--- src/design/pmc_params.svh ---
// Register map, field positions and reset values of the PWM counter channel
`ifndef PMC_PARAMS_SVH
`define PMC_PARAMS_SVH
`define PMC_W            16
`define PMC_AW           6
`define PMC_OFF_CTRL     6'h00
`define PMC_OFF_CMD      6'h04
`define PMC_OFF_STAT     6'h08
`define PMC_OFF_CNT      6'h0C
`define PMC_OFF_CYC      6'h10
`define PMC_OFF_CYC_SH   6'h14
`define PMC_OFF_CMP      6'h18
`define PMC_OFF_CMP_SH   6'h1C
`define PMC_OFF_PRESC    6'h20
`define PMC_CTRL_EN      0
`define PMC_CTRL_MODE_LO 1
`define PMC_CTRL_MODE_HI 2
`define PMC_CTRL_HALT    3
`define PMC_CTRL_LATCH   4
`define PMC_CTRL_POL     5
`define PMC_CTRL_POLC    6
`define PMC_CTRL_ACC     7
`define PMC_CTRL_APER    8
`define PMC_CTRL_SWCONST 9
`define PMC_CTRL_ONESHOT 10
`define PMC_CTRL_MSB     10
`define PMC_CMD_RELOAD   0
`define PMC_CMD_START    1
`define PMC_CMD_STOP     2
`define PMC_CMD_SWAP     3
`define PMC_RST_CTRL     11'h000
`define PMC_RST_CYC      16'hFFFF
`define PMC_RST_CMP      16'h0000
`define PMC_RST_PRESC    16'h0000
`define PMC_ZERO         16'h0000
`define PMC_ONE          16'h0001
`endif

--- src/design/pmc_pkg.sv ---
// Types shared by the PWM counter channel
package pmc_pkg;
  typedef enum logic [1:0] {
    PMC_ASCENDING  = 2'b00,
    PMC_DESCENDING = 2'b01,
    PMC_UPDN_SGL   = 2'b10,
    PMC_UPDN_DUAL  = 2'b11
  } pmc_mode_e;

  typedef struct packed {
    logic      one_shot;
    logic      swap_const;
    logic      auto_period;
    logic      auto_cc;
    logic      pol_comp;
    logic      pol_main;
    logic      latched_shutdown;
    logic      halt_on_shutdown;
    pmc_mode_e mode;
    logic      enable;
  } pmc_ctrl_s;

  typedef struct packed {
    logic overflow;
    logic underflow;
    logic terminal_event;
    logic compare_hit;
  } pmc_evt_s;
endpackage

--- src/design/pmc_pwm_counter.sv ---
// PWM mode counter channel with APB register slave
// What this block does
// - Ascending mode: terminal_event equals overflow.
// - Descending and single up/down modes: terminal_event equals underflow only.
// - Dual up/down mode: terminal_event on overflow or underflow.
// - Ascending/descending: compare_hit when counter moves into compare_value.
// - Up/down modes: compare_hit when counter leaves compare_value.
// - Output uses only active cycle_length and compare_value, never shadows.
// - Swap request while running stays pending until next terminal_event.
// - One register write can raise swap on several counters at once.
// - Ascending: leaving cycle_length gives overflow and terminal_event.
// - Descending: leaving zero gives underflow, terminal_event, reload of cycle_length.
// - Single up/down: overflow at cycle_length, underflow plus terminal_event at zero.
// - Up/down modes: value before reload counts as zero for compare_hit.
// - Halt_on_shutdown set: kill stops the counter.
// - Non-latched kill, halt_on_shutdown clear: counter runs, outputs suppressed while kill lasts.
// - Latched kill: outputs suppressed until terminal_event without kill.
// - Idle outputs take their own polarity level.
// - Constant-active swap: exchange at every terminal_event.
// - Dual up/down mode also swaps compare_value at overflow.
// - Dual mode: compare 0 at underflow or cycle_length at overflow hits.
// - Reload sets counter and direction by mode.
// - Overflow leaves cycle_length upward; underflow leaves zero downward.
//
// Our own choices: register access over APB and the register offsets.
`timescale 1ns/100ps
`default_nettype none
`include "pmc_params.svh"

module pmc_pwm_counter (
  input  wire logic                pclk,
  input  wire logic                sys_rst,
  input  wire logic                psel,
  input  wire logic                penable,
  input  wire logic                pwrite,
  input  wire logic [31:0]         paddr,
  input  wire logic [31:0]         pwdata,
  input  wire logic [3:0]          pstrb,
  output logic      [31:0]         prdata,
  output logic                     pready,
  output logic                     pslverr,
  input  wire logic                kill_in,
  input  wire logic                swap_group_in,
  output logic                     swap_group_out,
  output logic                     pwm_out,
  output logic                     pwm_comp_out,
  output pmc_pkg::pmc_evt_s        evt_out
);
  logic                     kill_meta_q;
  logic                     kill_s_q;
  logic [`PMC_CTRL_MSB:0]   ctrl_q;
  logic [`PMC_CTRL_MSB:0]   ctrl_d;
  pmc_pkg::pmc_ctrl_s       ctrl;
  logic [`PMC_W-1:0]        cyc_q;
  logic [`PMC_W-1:0]        cyc_d;
  logic [`PMC_W-1:0]        cyc_sh_q;
  logic [`PMC_W-1:0]        cyc_sh_d;
  logic [`PMC_W-1:0]        cmp_q;
  logic [`PMC_W-1:0]        cmp_d;
  logic [`PMC_W-1:0]        cmp_sh_q;
  logic [`PMC_W-1:0]        cmp_sh_d;
  logic [`PMC_W-1:0]        presc_q;
  logic [`PMC_W-1:0]        presc_d;
  logic [`PMC_W-1:0]        pcnt_q;
  logic [`PMC_W-1:0]        pcnt_d;
  logic [`PMC_W-1:0]        cnt_q;
  logic [`PMC_W-1:0]        cnt_d;
  logic                     dir_up_q;
  logic                     dir_up_d;
  logic                     run_q;
  logic                     run_d;
  logic                     pend_q;
  logic                     pend_d;
  logic                     supp_q;
  logic                     supp_d;
  logic                     wave_q;
  logic                     wave_d;
  logic                     pwm_q;
  logic                     pwm_d;
  logic                     pwmc_q;
  logic                     pwmc_d;
  pmc_pkg::pmc_evt_s        evt_q;
  pmc_pkg::pmc_evt_s        evt_d;
  logic                     wr;
  logic                     rd;
  logic [`PMC_AW-1:0]       addr;
  logic                     mapped;
  logic                     cmd_wr;
  logic                     tick;
  logic                     swap_ev;
  logic                     do_swap;
  logic                     ovf;
  logic                     unf;
  logic                     tc;
  logic                     hit;
  logic                     active;

  assign ctrl   = pmc_pkg::pmc_ctrl_s'(ctrl_q);
  assign addr   = paddr[`PMC_AW-1:0];
  assign pready = 1'b1;
  assign mapped = (paddr[31:`PMC_AW] == '0) && (paddr[1:0] == 2'b00) &&
                  (addr <= `PMC_OFF_PRESC);
  assign wr     = psel && penable && pwrite && mapped && (pstrb != 4'h0);
  assign rd     = psel && penable && !pwrite;
  assign cmd_wr = wr && (addr == `PMC_OFF_CMD);
  // Same write pulse fans out to sibling channels sharing the period
  assign swap_group_out = cmd_wr && pwdata[`PMC_CMD_SWAP];
  assign pslverr = psel && penable && !mapped;
  assign evt_out      = evt_q;
  assign pwm_out      = pwm_q;
  assign pwm_comp_out = pwmc_q;

  // Bus read mux, registered only through state it reads
  always_comb begin
    prdata = 32'h0000_0000;
    if (rd && mapped) begin
      case (addr)
        `PMC_OFF_CTRL:   prdata = {21'h00_0000, ctrl_q};
        `PMC_OFF_STAT:   prdata = {27'h000_0000, supp_q, kill_s_q, pend_q, dir_up_q, run_q};
        `PMC_OFF_CNT:    prdata = {16'h0000, cnt_q};
        `PMC_OFF_CYC:    prdata = {16'h0000, cyc_q};
        `PMC_OFF_CYC_SH: prdata = {16'h0000, cyc_sh_q};
        `PMC_OFF_CMP:    prdata = {16'h0000, cmp_q};
        `PMC_OFF_CMP_SH: prdata = {16'h0000, cmp_sh_q};
        `PMC_OFF_PRESC:  prdata = {16'h0000, presc_q};
        default:         prdata = 32'h0000_0000;
      endcase
    end
  end

  // Counter, swap, kill and wave next state
  always_comb begin
    ctrl_d   = ctrl_q;
    cyc_d    = cyc_q;
    cyc_sh_d = cyc_sh_q;
    cmp_d    = cmp_q;
    cmp_sh_d = cmp_sh_q;
    presc_d  = presc_q;
    pcnt_d   = pcnt_q;
    cnt_d    = cnt_q;
    dir_up_d = dir_up_q;
    run_d    = run_q;
    supp_d   = supp_q;
    wave_d   = wave_q;
    ovf      = 1'b0;
    unf      = 1'b0;
    hit      = 1'b0;
    tick     = 1'b0;

    // Prescaler: count clock is one pclk every presc+1 cycles
    if (run_q) begin
      if (pcnt_q >= presc_q) begin
        pcnt_d = `PMC_ZERO;
        tick   = 1'b1;
      end else begin
        pcnt_d = pcnt_q + `PMC_ONE;
      end
    end else begin
      pcnt_d = `PMC_ZERO;
    end

    if (tick) begin
      case (ctrl.mode)
        pmc_pkg::PMC_ASCENDING: begin
          if (cnt_q == cyc_q) begin
            ovf   = 1'b1;
            cnt_d = `PMC_ZERO;
          end else begin
            cnt_d = cnt_q + `PMC_ONE;
          end
          hit = (cnt_d == cmp_q);
        end
        pmc_pkg::PMC_DESCENDING: begin
          if (cnt_q == `PMC_ZERO) begin
            unf   = 1'b1;
            cnt_d = cyc_q;
          end else begin
            cnt_d = cnt_q - `PMC_ONE;
          end
          hit = (cnt_d == cmp_q);
        end
        default: begin
          hit = (cnt_q == cmp_q);
          if (dir_up_q) begin
            if (cnt_q == cyc_q) begin
              ovf      = 1'b1;
              dir_up_d = 1'b0;
              cnt_d    = cnt_q - `PMC_ONE;
            end else begin
              cnt_d = cnt_q + `PMC_ONE;
            end
          end else begin
            if (cnt_q == `PMC_ZERO) begin
              unf      = 1'b1;
              dir_up_d = 1'b1;
              cnt_d    = `PMC_ONE;
            end else begin
              cnt_d = cnt_q - `PMC_ONE;
            end
          end
        end
      endcase
    end

    case (ctrl.mode)
      pmc_pkg::PMC_ASCENDING:  tc = ovf;
      pmc_pkg::PMC_DESCENDING: tc = unf;
      pmc_pkg::PMC_UPDN_SGL:   tc = unf;
      pmc_pkg::PMC_UPDN_DUAL:  tc = ovf || unf;
      default:                 tc = 1'b0;
    endcase

    // Pending request or constant-active trigger exchanges on terminal_event
    do_swap = tc && (pend_q || swap_ev || ctrl.swap_const);
    if (do_swap) begin
      if (ctrl.auto_cc) begin
        cmp_d    = cmp_sh_q;
        cmp_sh_d = cmp_q;
      end
      if (ctrl.auto_period) begin
        cyc_d    = cyc_sh_q;
        cyc_sh_d = cyc_q;
      end
    end

    // Wave shaping from terminal and compare events
    if (tick) begin
      case (ctrl.mode)
        pmc_pkg::PMC_ASCENDING: begin
          if (hit) begin
            wave_d = 1'b0;
          end else if (tc) begin
            wave_d = 1'b1;
          end
        end
        pmc_pkg::PMC_DESCENDING: begin
          if (hit) begin
            wave_d = 1'b1;
          end else if (tc) begin
            wave_d = 1'b0;
          end
        end
        default: begin
          if (hit) begin
            wave_d = dir_up_q;
          end
        end
      endcase
    end

    // Kill handling: halt on any pclk, suppression on the active count clock
    if (run_q && kill_s_q && ctrl.halt_on_shutdown) begin
      run_d = 1'b0;
    end else if (tick) begin
      if (!ctrl.latched_shutdown) begin
        supp_d = kill_s_q;
      end else if (kill_s_q) begin
        supp_d = 1'b1;
      end else if (tc) begin
        supp_d = 1'b0;
      end
    end

    if (tick && ctrl.one_shot && tc && !(ctrl.mode == pmc_pkg::PMC_UPDN_DUAL && ovf)) begin
      run_d = 1'b0;
    end

    if (cmd_wr && pwdata[`PMC_CMD_STOP]) begin
      run_d = 1'b0;
    end else if (cmd_wr && !run_q && ctrl.enable &&
                 (pwdata[`PMC_CMD_RELOAD] || pwdata[`PMC_CMD_START])) begin
      run_d  = 1'b1;
      supp_d = 1'b0;
      case (ctrl.mode)
        pmc_pkg::PMC_ASCENDING:  dir_up_d = 1'b1;
        pmc_pkg::PMC_DESCENDING: dir_up_d = 1'b0;
        default:                 dir_up_d = 1'b1;
      endcase
      if (pwdata[`PMC_CMD_RELOAD]) begin
        case (ctrl.mode)
          pmc_pkg::PMC_ASCENDING: begin
            cnt_d  = `PMC_ZERO;
            wave_d = (cmp_q != `PMC_ZERO);
          end
          pmc_pkg::PMC_DESCENDING: begin
            cnt_d  = cyc_q;
            wave_d = (cmp_q == cyc_q);
          end
          default: begin
            cnt_d  = `PMC_ONE;
            wave_d = (cmp_q == `PMC_ZERO);
          end
        endcase
      end
    end
    if (!ctrl.enable) begin
      run_d = 1'b0;
    end

    // Bus writes win over hardware exchange for the same register
    if (wr) begin
      case (addr)
        `PMC_OFF_CTRL:   ctrl_d   = pwdata[`PMC_CTRL_MSB:0];
        `PMC_OFF_CYC:    cyc_d    = pwdata[`PMC_W-1:0];
        `PMC_OFF_CYC_SH: cyc_sh_d = pwdata[`PMC_W-1:0];
        `PMC_OFF_CMP:    cmp_d    = pwdata[`PMC_W-1:0];
        `PMC_OFF_CMP_SH: cmp_sh_d = pwdata[`PMC_W-1:0];
        `PMC_OFF_PRESC:  presc_d  = pwdata[`PMC_W-1:0];
        `PMC_OFF_CNT:    cnt_d    = run_q ? cnt_d : pwdata[`PMC_W-1:0];
        default:         ctrl_d   = ctrl_d;
      endcase
    end
  end

  // Swap request from own write or a sibling's broadcast
  assign swap_ev = (cmd_wr && pwdata[`PMC_CMD_SWAP]) || swap_group_in;

  always_comb begin
    pend_d = pend_q;
    if (!run_q) begin
      pend_d = 1'b0;
    end else if (swap_ev) begin
      pend_d = !do_swap;
    end else if (do_swap) begin
      pend_d = 1'b0;
    end
  end

  // Output stage: idle and suppressed outputs sit at their polarity level
  always_comb begin
    active = run_q && !supp_q && !(kill_s_q && ctrl.halt_on_shutdown);
    pwm_d  = active ? (wave_q ^ ctrl.pol_main) : ctrl.pol_main;
    pwmc_d = active ? (!wave_q ^ ctrl.pol_comp) : ctrl.pol_comp;
    evt_d.overflow       = ovf;
    evt_d.underflow      = unf;
    evt_d.terminal_event = tc;
    evt_d.compare_hit    = hit || (cmd_wr && !run_q && ctrl.enable &&
                           pwdata[`PMC_CMD_RELOAD] && ctrl.mode[1] &&
                           cmp_q == `PMC_ZERO);
  end

  // Kill pin crosses in through two flops
  always_ff @(posedge pclk or posedge sys_rst) begin
    if (sys_rst) begin
      kill_meta_q <= 1'b0;
      kill_s_q    <= 1'b0;
    end else begin
      kill_meta_q <= kill_in;
      kill_s_q    <= kill_meta_q;
    end
  end

  always_ff @(posedge pclk or posedge sys_rst) begin
    if (sys_rst) begin
      ctrl_q   <= `PMC_RST_CTRL;
      cyc_q    <= `PMC_RST_CYC;
      cyc_sh_q <= `PMC_RST_CYC;
      cmp_q    <= `PMC_RST_CMP;
      cmp_sh_q <= `PMC_RST_CMP;
      presc_q  <= `PMC_RST_PRESC;
      pcnt_q   <= `PMC_ZERO;
      cnt_q    <= `PMC_ZERO;
      dir_up_q <= 1'b1;
      run_q    <= 1'b0;
      pend_q   <= 1'b0;
      supp_q   <= 1'b0;
      wave_q   <= 1'b0;
      pwm_q    <= 1'b0;
      pwmc_q   <= 1'b0;
      evt_q    <= '0;
    end else begin
      ctrl_q   <= ctrl_d;
      cyc_q    <= cyc_d;
      cyc_sh_q <= cyc_sh_d;
      cmp_q    <= cmp_d;
      cmp_sh_q <= cmp_sh_d;
      presc_q  <= presc_d;
      pcnt_q   <= pcnt_d;
      cnt_q    <= cnt_d;
      dir_up_q <= dir_up_d;
      run_q    <= run_d;
      pend_q   <= pend_d;
      supp_q   <= supp_d;
      wave_q   <= wave_d;
      pwm_q    <= pwm_d;
      pwmc_q   <= pwmc_d;
      evt_q    <= evt_d;
    end
  end
endmodule // pmc_pwm_counter
`default_nettype wire

--- config.mk ---
export PLATFORM = sky130hd
export DESIGN_NAME = pmc_pwm_counter
export DESIGN_NICKNAME = d
export VERILOG_FILES = /design/src/design/pmc_pkg.sv /design/src/design/pmc_pwm_counter.sv
export VERILOG_INCLUDE_DIRS = /design/src /design/src/design
export SDC_FILE = /design/constraint.sdc
export NUM_CORES = 1
export LEC_CHECK = 0
export BUFFER_PORTS_ARGS = -buffer_cell sky130_fd_sc_hd__buf_4
export CELL_PAD_IN_SITES_DETAIL_PLACEMENT = 0
export CELL_PAD_IN_SITES_GLOBAL_PLACEMENT = 1
export CORE_ASPECT_RATIO = 1.25
export CORE_UTILIZATION = 45
export DETAILED_ROUTE_END_ITERATION = 12
export PLACE_DENSITY_LB_ADDON = 0.1
export SYNTH_ARGS = -nofsm -noshare
export SYNTH_HDL_FRONTEND = slang
export SYNTH_SLANG_ARGS = --single-unit
--- constraint.sdc ---
create_clock -name pclk -period 7.15 [get_ports pclk]
set_clock_uncertainty 0.2 [all_clocks]
set_input_delay 2.145 -clock pclk [delete_from_list [all_inputs] [get_ports pclk]]
set_output_delay 2.145 -clock pclk [all_outputs]
set_load 0.01 [all_outputs]
# After elaboration in Yosys (flattened, before gate mapping)
# Cells that the tools add are included.
# op_classes
n_eq_ne	18
bitwise_logic	2
mux	86
n_lt_le_gt_ge	2
addsub	3
n_reduce_logical	54
# ops
operator	n
$mux W16	35
$pmux W16 S8	1
$eq A16 B16 Y1	5
$pmux W16 S2	2
$mux W1	42
$add A16 B1 Y16 const B	2
$logic_not A16 Y1	2
$logic_and A1 B1 Y1	28
$logic_not A26 Y1	1
$eq A6 B5 Y1 const B	4
$ge A16 B16 Y1	1
$reduce_bool A16 Y1	1
$sub A16 B1 Y16 const B	1
$eq A6 B4 Y1 const B	2
$pmux W1 S2	5
$logic_not A1 Y1	8
$eq A6 B3 Y1 const B	1
$eq A6 B6 Y1 const B	1
$le A6 B6 Y1 const B	1
$logic_not A6 Y1	1
$logic_or A1 B1 Y1	6
$ne A5 B1 Y1 const B	1
$eq A2 B2 Y1 const B	2
$logic_not A2 Y1	2
other kinds (7)	10
# word_totals
input_bits	75
elab_cells	186
reg_bits	136

# Depth between registers and ports, before layout
# depth
depth_word	14
ltp_mapped	14
mapped_depth_nobuf	12

# Worst setup path after synthesis
# No wires, ideal clock.
# synth_path
kind	in2out
startpoint	in paddr[2]
endpoint	out prdata[1]
path_stages	7
arrival_ns	4.009
setup_slack_ns	0.796
path_buffers	3
cell_sequence	clkbuf_1 > buf_1 > nand2_1 > nor2_1 > clkbuf_1 > a22oi_1 > a21oi_1
# synth_via
elab_chain_cells	4
word_cells_on_any_way	13
# synth_rtl
item	line_no	text
start, declared	pmc_pwm_counter.sv:36	input wire logic [31:0] paddr,
$le A6 B6 Y1 (no line)	n/a	
$logic_and A1 B1 Y1	pmc_pwm_counter.sv:101	assign mapped = (paddr[31:`PMC_AW] == '0) && (paddr[1:0] == 2'b00) &&
$logic_and A1 B1 Y1	pmc_pwm_counter.sv:116	if (rd && mapped) begin
$mux W16 *	pmc_pwm_counter.sv:116	
end, declared	pmc_pwm_counter.sv:39	output logic [31:0] prdata,
# Every way passes the cells marked *; elsewhere a longest branch is shown, timed or not.

# Final worst setup path
# layout_path
startpoint	in paddr[2]
endpoint	out swap_group_out
# layout_via
elab_chain_cells	6
word_cells_on_any_way	7
# layout_rtl
item	line_no	text
$le A6 B6 Y1 (no line)	n/a	
$logic_and A1 B1 Y1	pmc_pwm_counter.sv:101	
$logic_and A1 B1 Y1 (2 in a row)	pmc_pwm_counter.sv:103	assign wr = psel && penable && pwrite && mapped && (pstrb != 4'h0);
$logic_and A1 B1 Y1 *	pmc_pwm_counter.sv:105	assign cmd_wr = wr && (addr == `PMC_OFF_CMD);
$logic_and A1 B1 Y1 *	pmc_pwm_counter.sv:107	assign swap_group_out = cmd_wr && pwdata[`PMC_CMD_SWAP];
end, declared	pmc_pwm_counter.sv:44	output logic swap_group_out,
# Marked as above.

==> results.toml <==
[logic_synthesis]
ys_ff_latch = 136
synth_edf_count = 0
syn_area_um2 = 10360
synth_cell_types = 81
async_flop_share = 1.000
avgSynthCellArea_um2 = 8.461
seq_area_frac_synth = 0.3323
syn_inst = 1225
ys.flop_type = "dfrtp_1"
yosysWarnings = 0

[clock_tree]
ctsHtreeMaxLevel = 4
cts_root_buffer = "clkbuf_16"
clk_pin_slew_ns = 0.07
clk_path_buf_depth = 2
cts_buffers = 17
cts_tree = "yes"
cts_hold_buf = 0
clock_latency_ns = 0.42
cts_setup_buffers = 0
post_cts_resized = 0
cts.sinks = 136

[routing]
wire_per_inst_um = 22.30
vias = 9310
drc = 0
final_antenna_net_count = 0
drtIter0Drc = 729
first_pass_iters = 6
wl_um = 34060
vias_per_cell = 6.097

[finish]
fin_area_um2 = 11550
nets = 1328
final_util = 0.5148
area_delta_synth_final_pct = 11.44
layout_common_cells = "nor2_1 (143), a21oi_1 (133), dfrtp_1 (103)"
final-seq-area_um2 = 3445
antenna_cells = 0
drive_gt1_frac = 0.1873
n_fill_cell = 2226
multiInputGateArea_um2 = 6250
final_common_cell = "nor2_1"

[min_path]
hp-start = "kill_meta_q$_DFF_PP0_"
hp-class = "reg2reg"
min_to = "kill_s_q$_DFF_PP0_"
min_delay_path_depth = 0

[grt]
grtUsageTotal = 0.2971
grt_pass1_vias = 8750
grt_max_degree = 89
grt_overflow = 0
grt_pass1_wl_um = 52180
antenna_found_initial = 0

[place]
postPlaceCellArea_um2 = 10950
gp_congestion = 0.8900
portBuffers = 82
hpwl_um = 24640

[floorplanning]
die_h_um = 171.7
die-area_um2 = 23650
num_io_pins = 116
rows = 61
initial_core_util = 0.4619
design.core.area_um2 = 22440
fp.dieW_um = 137.7

[power]
p_sw_frac = 0.2327
clockPowerShare = 0.512
vdd_drop_max_mv = 0.1351
intPower_w = 0.001334
seq_power_share = 0.444
p_switching_w = 0.0004047
p_comb_frac = 0.045
p_leak_nw = 5.194
power_density_nw_per_um2 = 150.6

[sta]
relSlewSlack = 0.2039
fmax_mhz = 153.0
rsz0062_at_grt = "false"
final-hold-violation-count = 0
fin_crit_ns = 6.536
slew_viol_final = 0
min_period_over_period = 0.9141
setup_viol = 0
setup-tns-final_ns = 0
worstMarginPinSlew_ns = 1.191

[setup_path]
r2r_slack_ns = 2.26
r2r_cells = 12
crit_type = "in2out"
r2r-start = "cnt_q[0]$_DFF_PP0_"
arrival_ns = 4.19
worst_path_max_delay_cell = "a211oi_2"
slowest_delay_ns = 0.48
required_ns = 4.81
path_cells = "buf_4, nor2_2, nand2_1, a211oi_2, nand2_1, nor3_1, and2_1, buf_4"
cp_max_fo = 28
end_kind = "primary output"
path_buf_inv = 2
crit_family = "simple AND/OR/NAND/NOR gates"
rr_endpoint = "wave_q$_DFF_PP0_"
cp-start-kind = "input pin"

[status]
outcome = "finished, final reports clean"

[run]
drv_cap = 0
[power by group through the flow]
stage,clock network (W),registers [W],logic (W)
after floorplan,0,0.000785,0.0000394
after global placement,0,0.000785,0.0000784
after detailed placement,0,0.000785,0.0000785
after CTS,0.000902,0.000772,0.0000787
after global routing,0.000934,0.000771,0.0000860
final,0.000890,0.000772,0.0000780
[per-layer routing]
metal,GRT usage,vias up,part of all wire
met5,0,-,0
met4,0.1092,0,0.027
met3,0.03448,53,0.052
met2,0.4811,307,0.49
li1,-,4395,-
met1,0.4054,4555,0.43
[logic make-up after synthesis]
family	Yosys count	share of synthesized area
buffers and inverters	167	0.07110
flip-flops	136	0.3323
adder cells (fa/ha/maj)	22	0.02656
other	2	0.0007246
XOR/XNOR	81	0.07026
multiplexers	116	0.1235
AO/OA/AOI/OAI	325	0.1950
AND/OR/NAND/NOR	376	0.1806
[worst max path at each step]
stage / startpoint / end / slack [ns] / depth (start not counted)
6_report: paddr[2] / swap_group_out / 0.61 / 8
2_1_floorplan: paddr[2] / prdata[1] / 0.80 / 7
4_1_cts: paddr[2] / swap_group_out / 0.60 / 8
3_3_place_gp: paddr[2] / swap_group_out / 0.61 / 8
5_1_grt: paddr[2] / swap_group_out / 0.39 / 8
3_5_place_dp: paddr[2] / swap_group_out / 0.61 / 8
[state kept, by name (all words and copies together), names as in the netlist]
signal,count
cnt_q,16
kill_s_q,1
dir_up_q,1
wave_q,1
kill_meta_q,1
run_q,1
pcnt_q,16
evt_out,4
supp_q,1
pend_q,1
pwm_out,1
pwm_comp_out,1
cyc_q,16
presc_q,16
ctrl,11
cyc_sh_q,16
cmp_sh_q,16
cmp_q,16
[worst reg2reg max path, delay by kind of cell (launching register included)]
kind / cells / cell delay, ns
xor+xnor: 1 / 0.19
fa+ha+maj: 1 / 0.28
buf+inv: 1 / 0.24
mux: 1 / 0.37
flops: 1 / 0.64
compound gates: 4 / 1.13
simple gates: 4 / 1.77
[cell usage after synthesis, drive strengths merged, types with 3 or more instances]
master	n	area, um2
xnor2	42	386.6
o21a	8	60.06
and2	6	37.54
and3	5	31.28
nor3	27	145.1
mux2i	78	780.8
clkbuf	84	320.3
o31ai	4	30.03
a21boi	3	22.52
nand3	36	180.2
mux4	6	135.1
a31oi	15	93.84
buf	45	274.0
nand2	65	246.5
nand4	22	137.6
a211oi	7	57.55
o21ai	55	279.0
nor2b	3	18.77
o221ai	6	58.80
a221oi	6	52.55
or3	4	25.02
or2	7	43.80
o22ai	7	43.79
and4	5	43.79
a21o	7	52.55
o211ai	15	112.6
nor3b	3	27.52
mux2	32	364.1
dfstp	33	867.1
inv	38	142.6
a22oi	36	270.3
ha	22	275.3
or4	5	41.29
nor4	30	249.0
nor2	144	543.0
xor2	39	341.6
dfrtp	103	2577
nand2b	9	56.30
a21oi	133	665.6
[cell type report]
cell class,instances,area share
Multi-Input combinational cell,937,0.5411
Inverter,38,0.01278
Sequential cell,136,0.2982
Clock inverter,12,0.01213
Clock buffer,20,0.03954
Timing Repair Buffer,101,0.06564
Tap cell,283,0.03065
[through the flow]
step	total power (W)	setup slack, ns	cells	hold WS [ns]
floorplan	0.0008241	0.7963	1240	0.1312
global placement	0.0008633	0.6138	1495	0.1329
detailed placement	0.0008633	0.6102	1495	0.1386
CTS	0.001752	0.6019	1527	0.1518
global route	0.001791	0.3940	1527	0.1548
finish	0.001739	0.6139	1527	0.1501
Power figures use the tool's default switching activity.
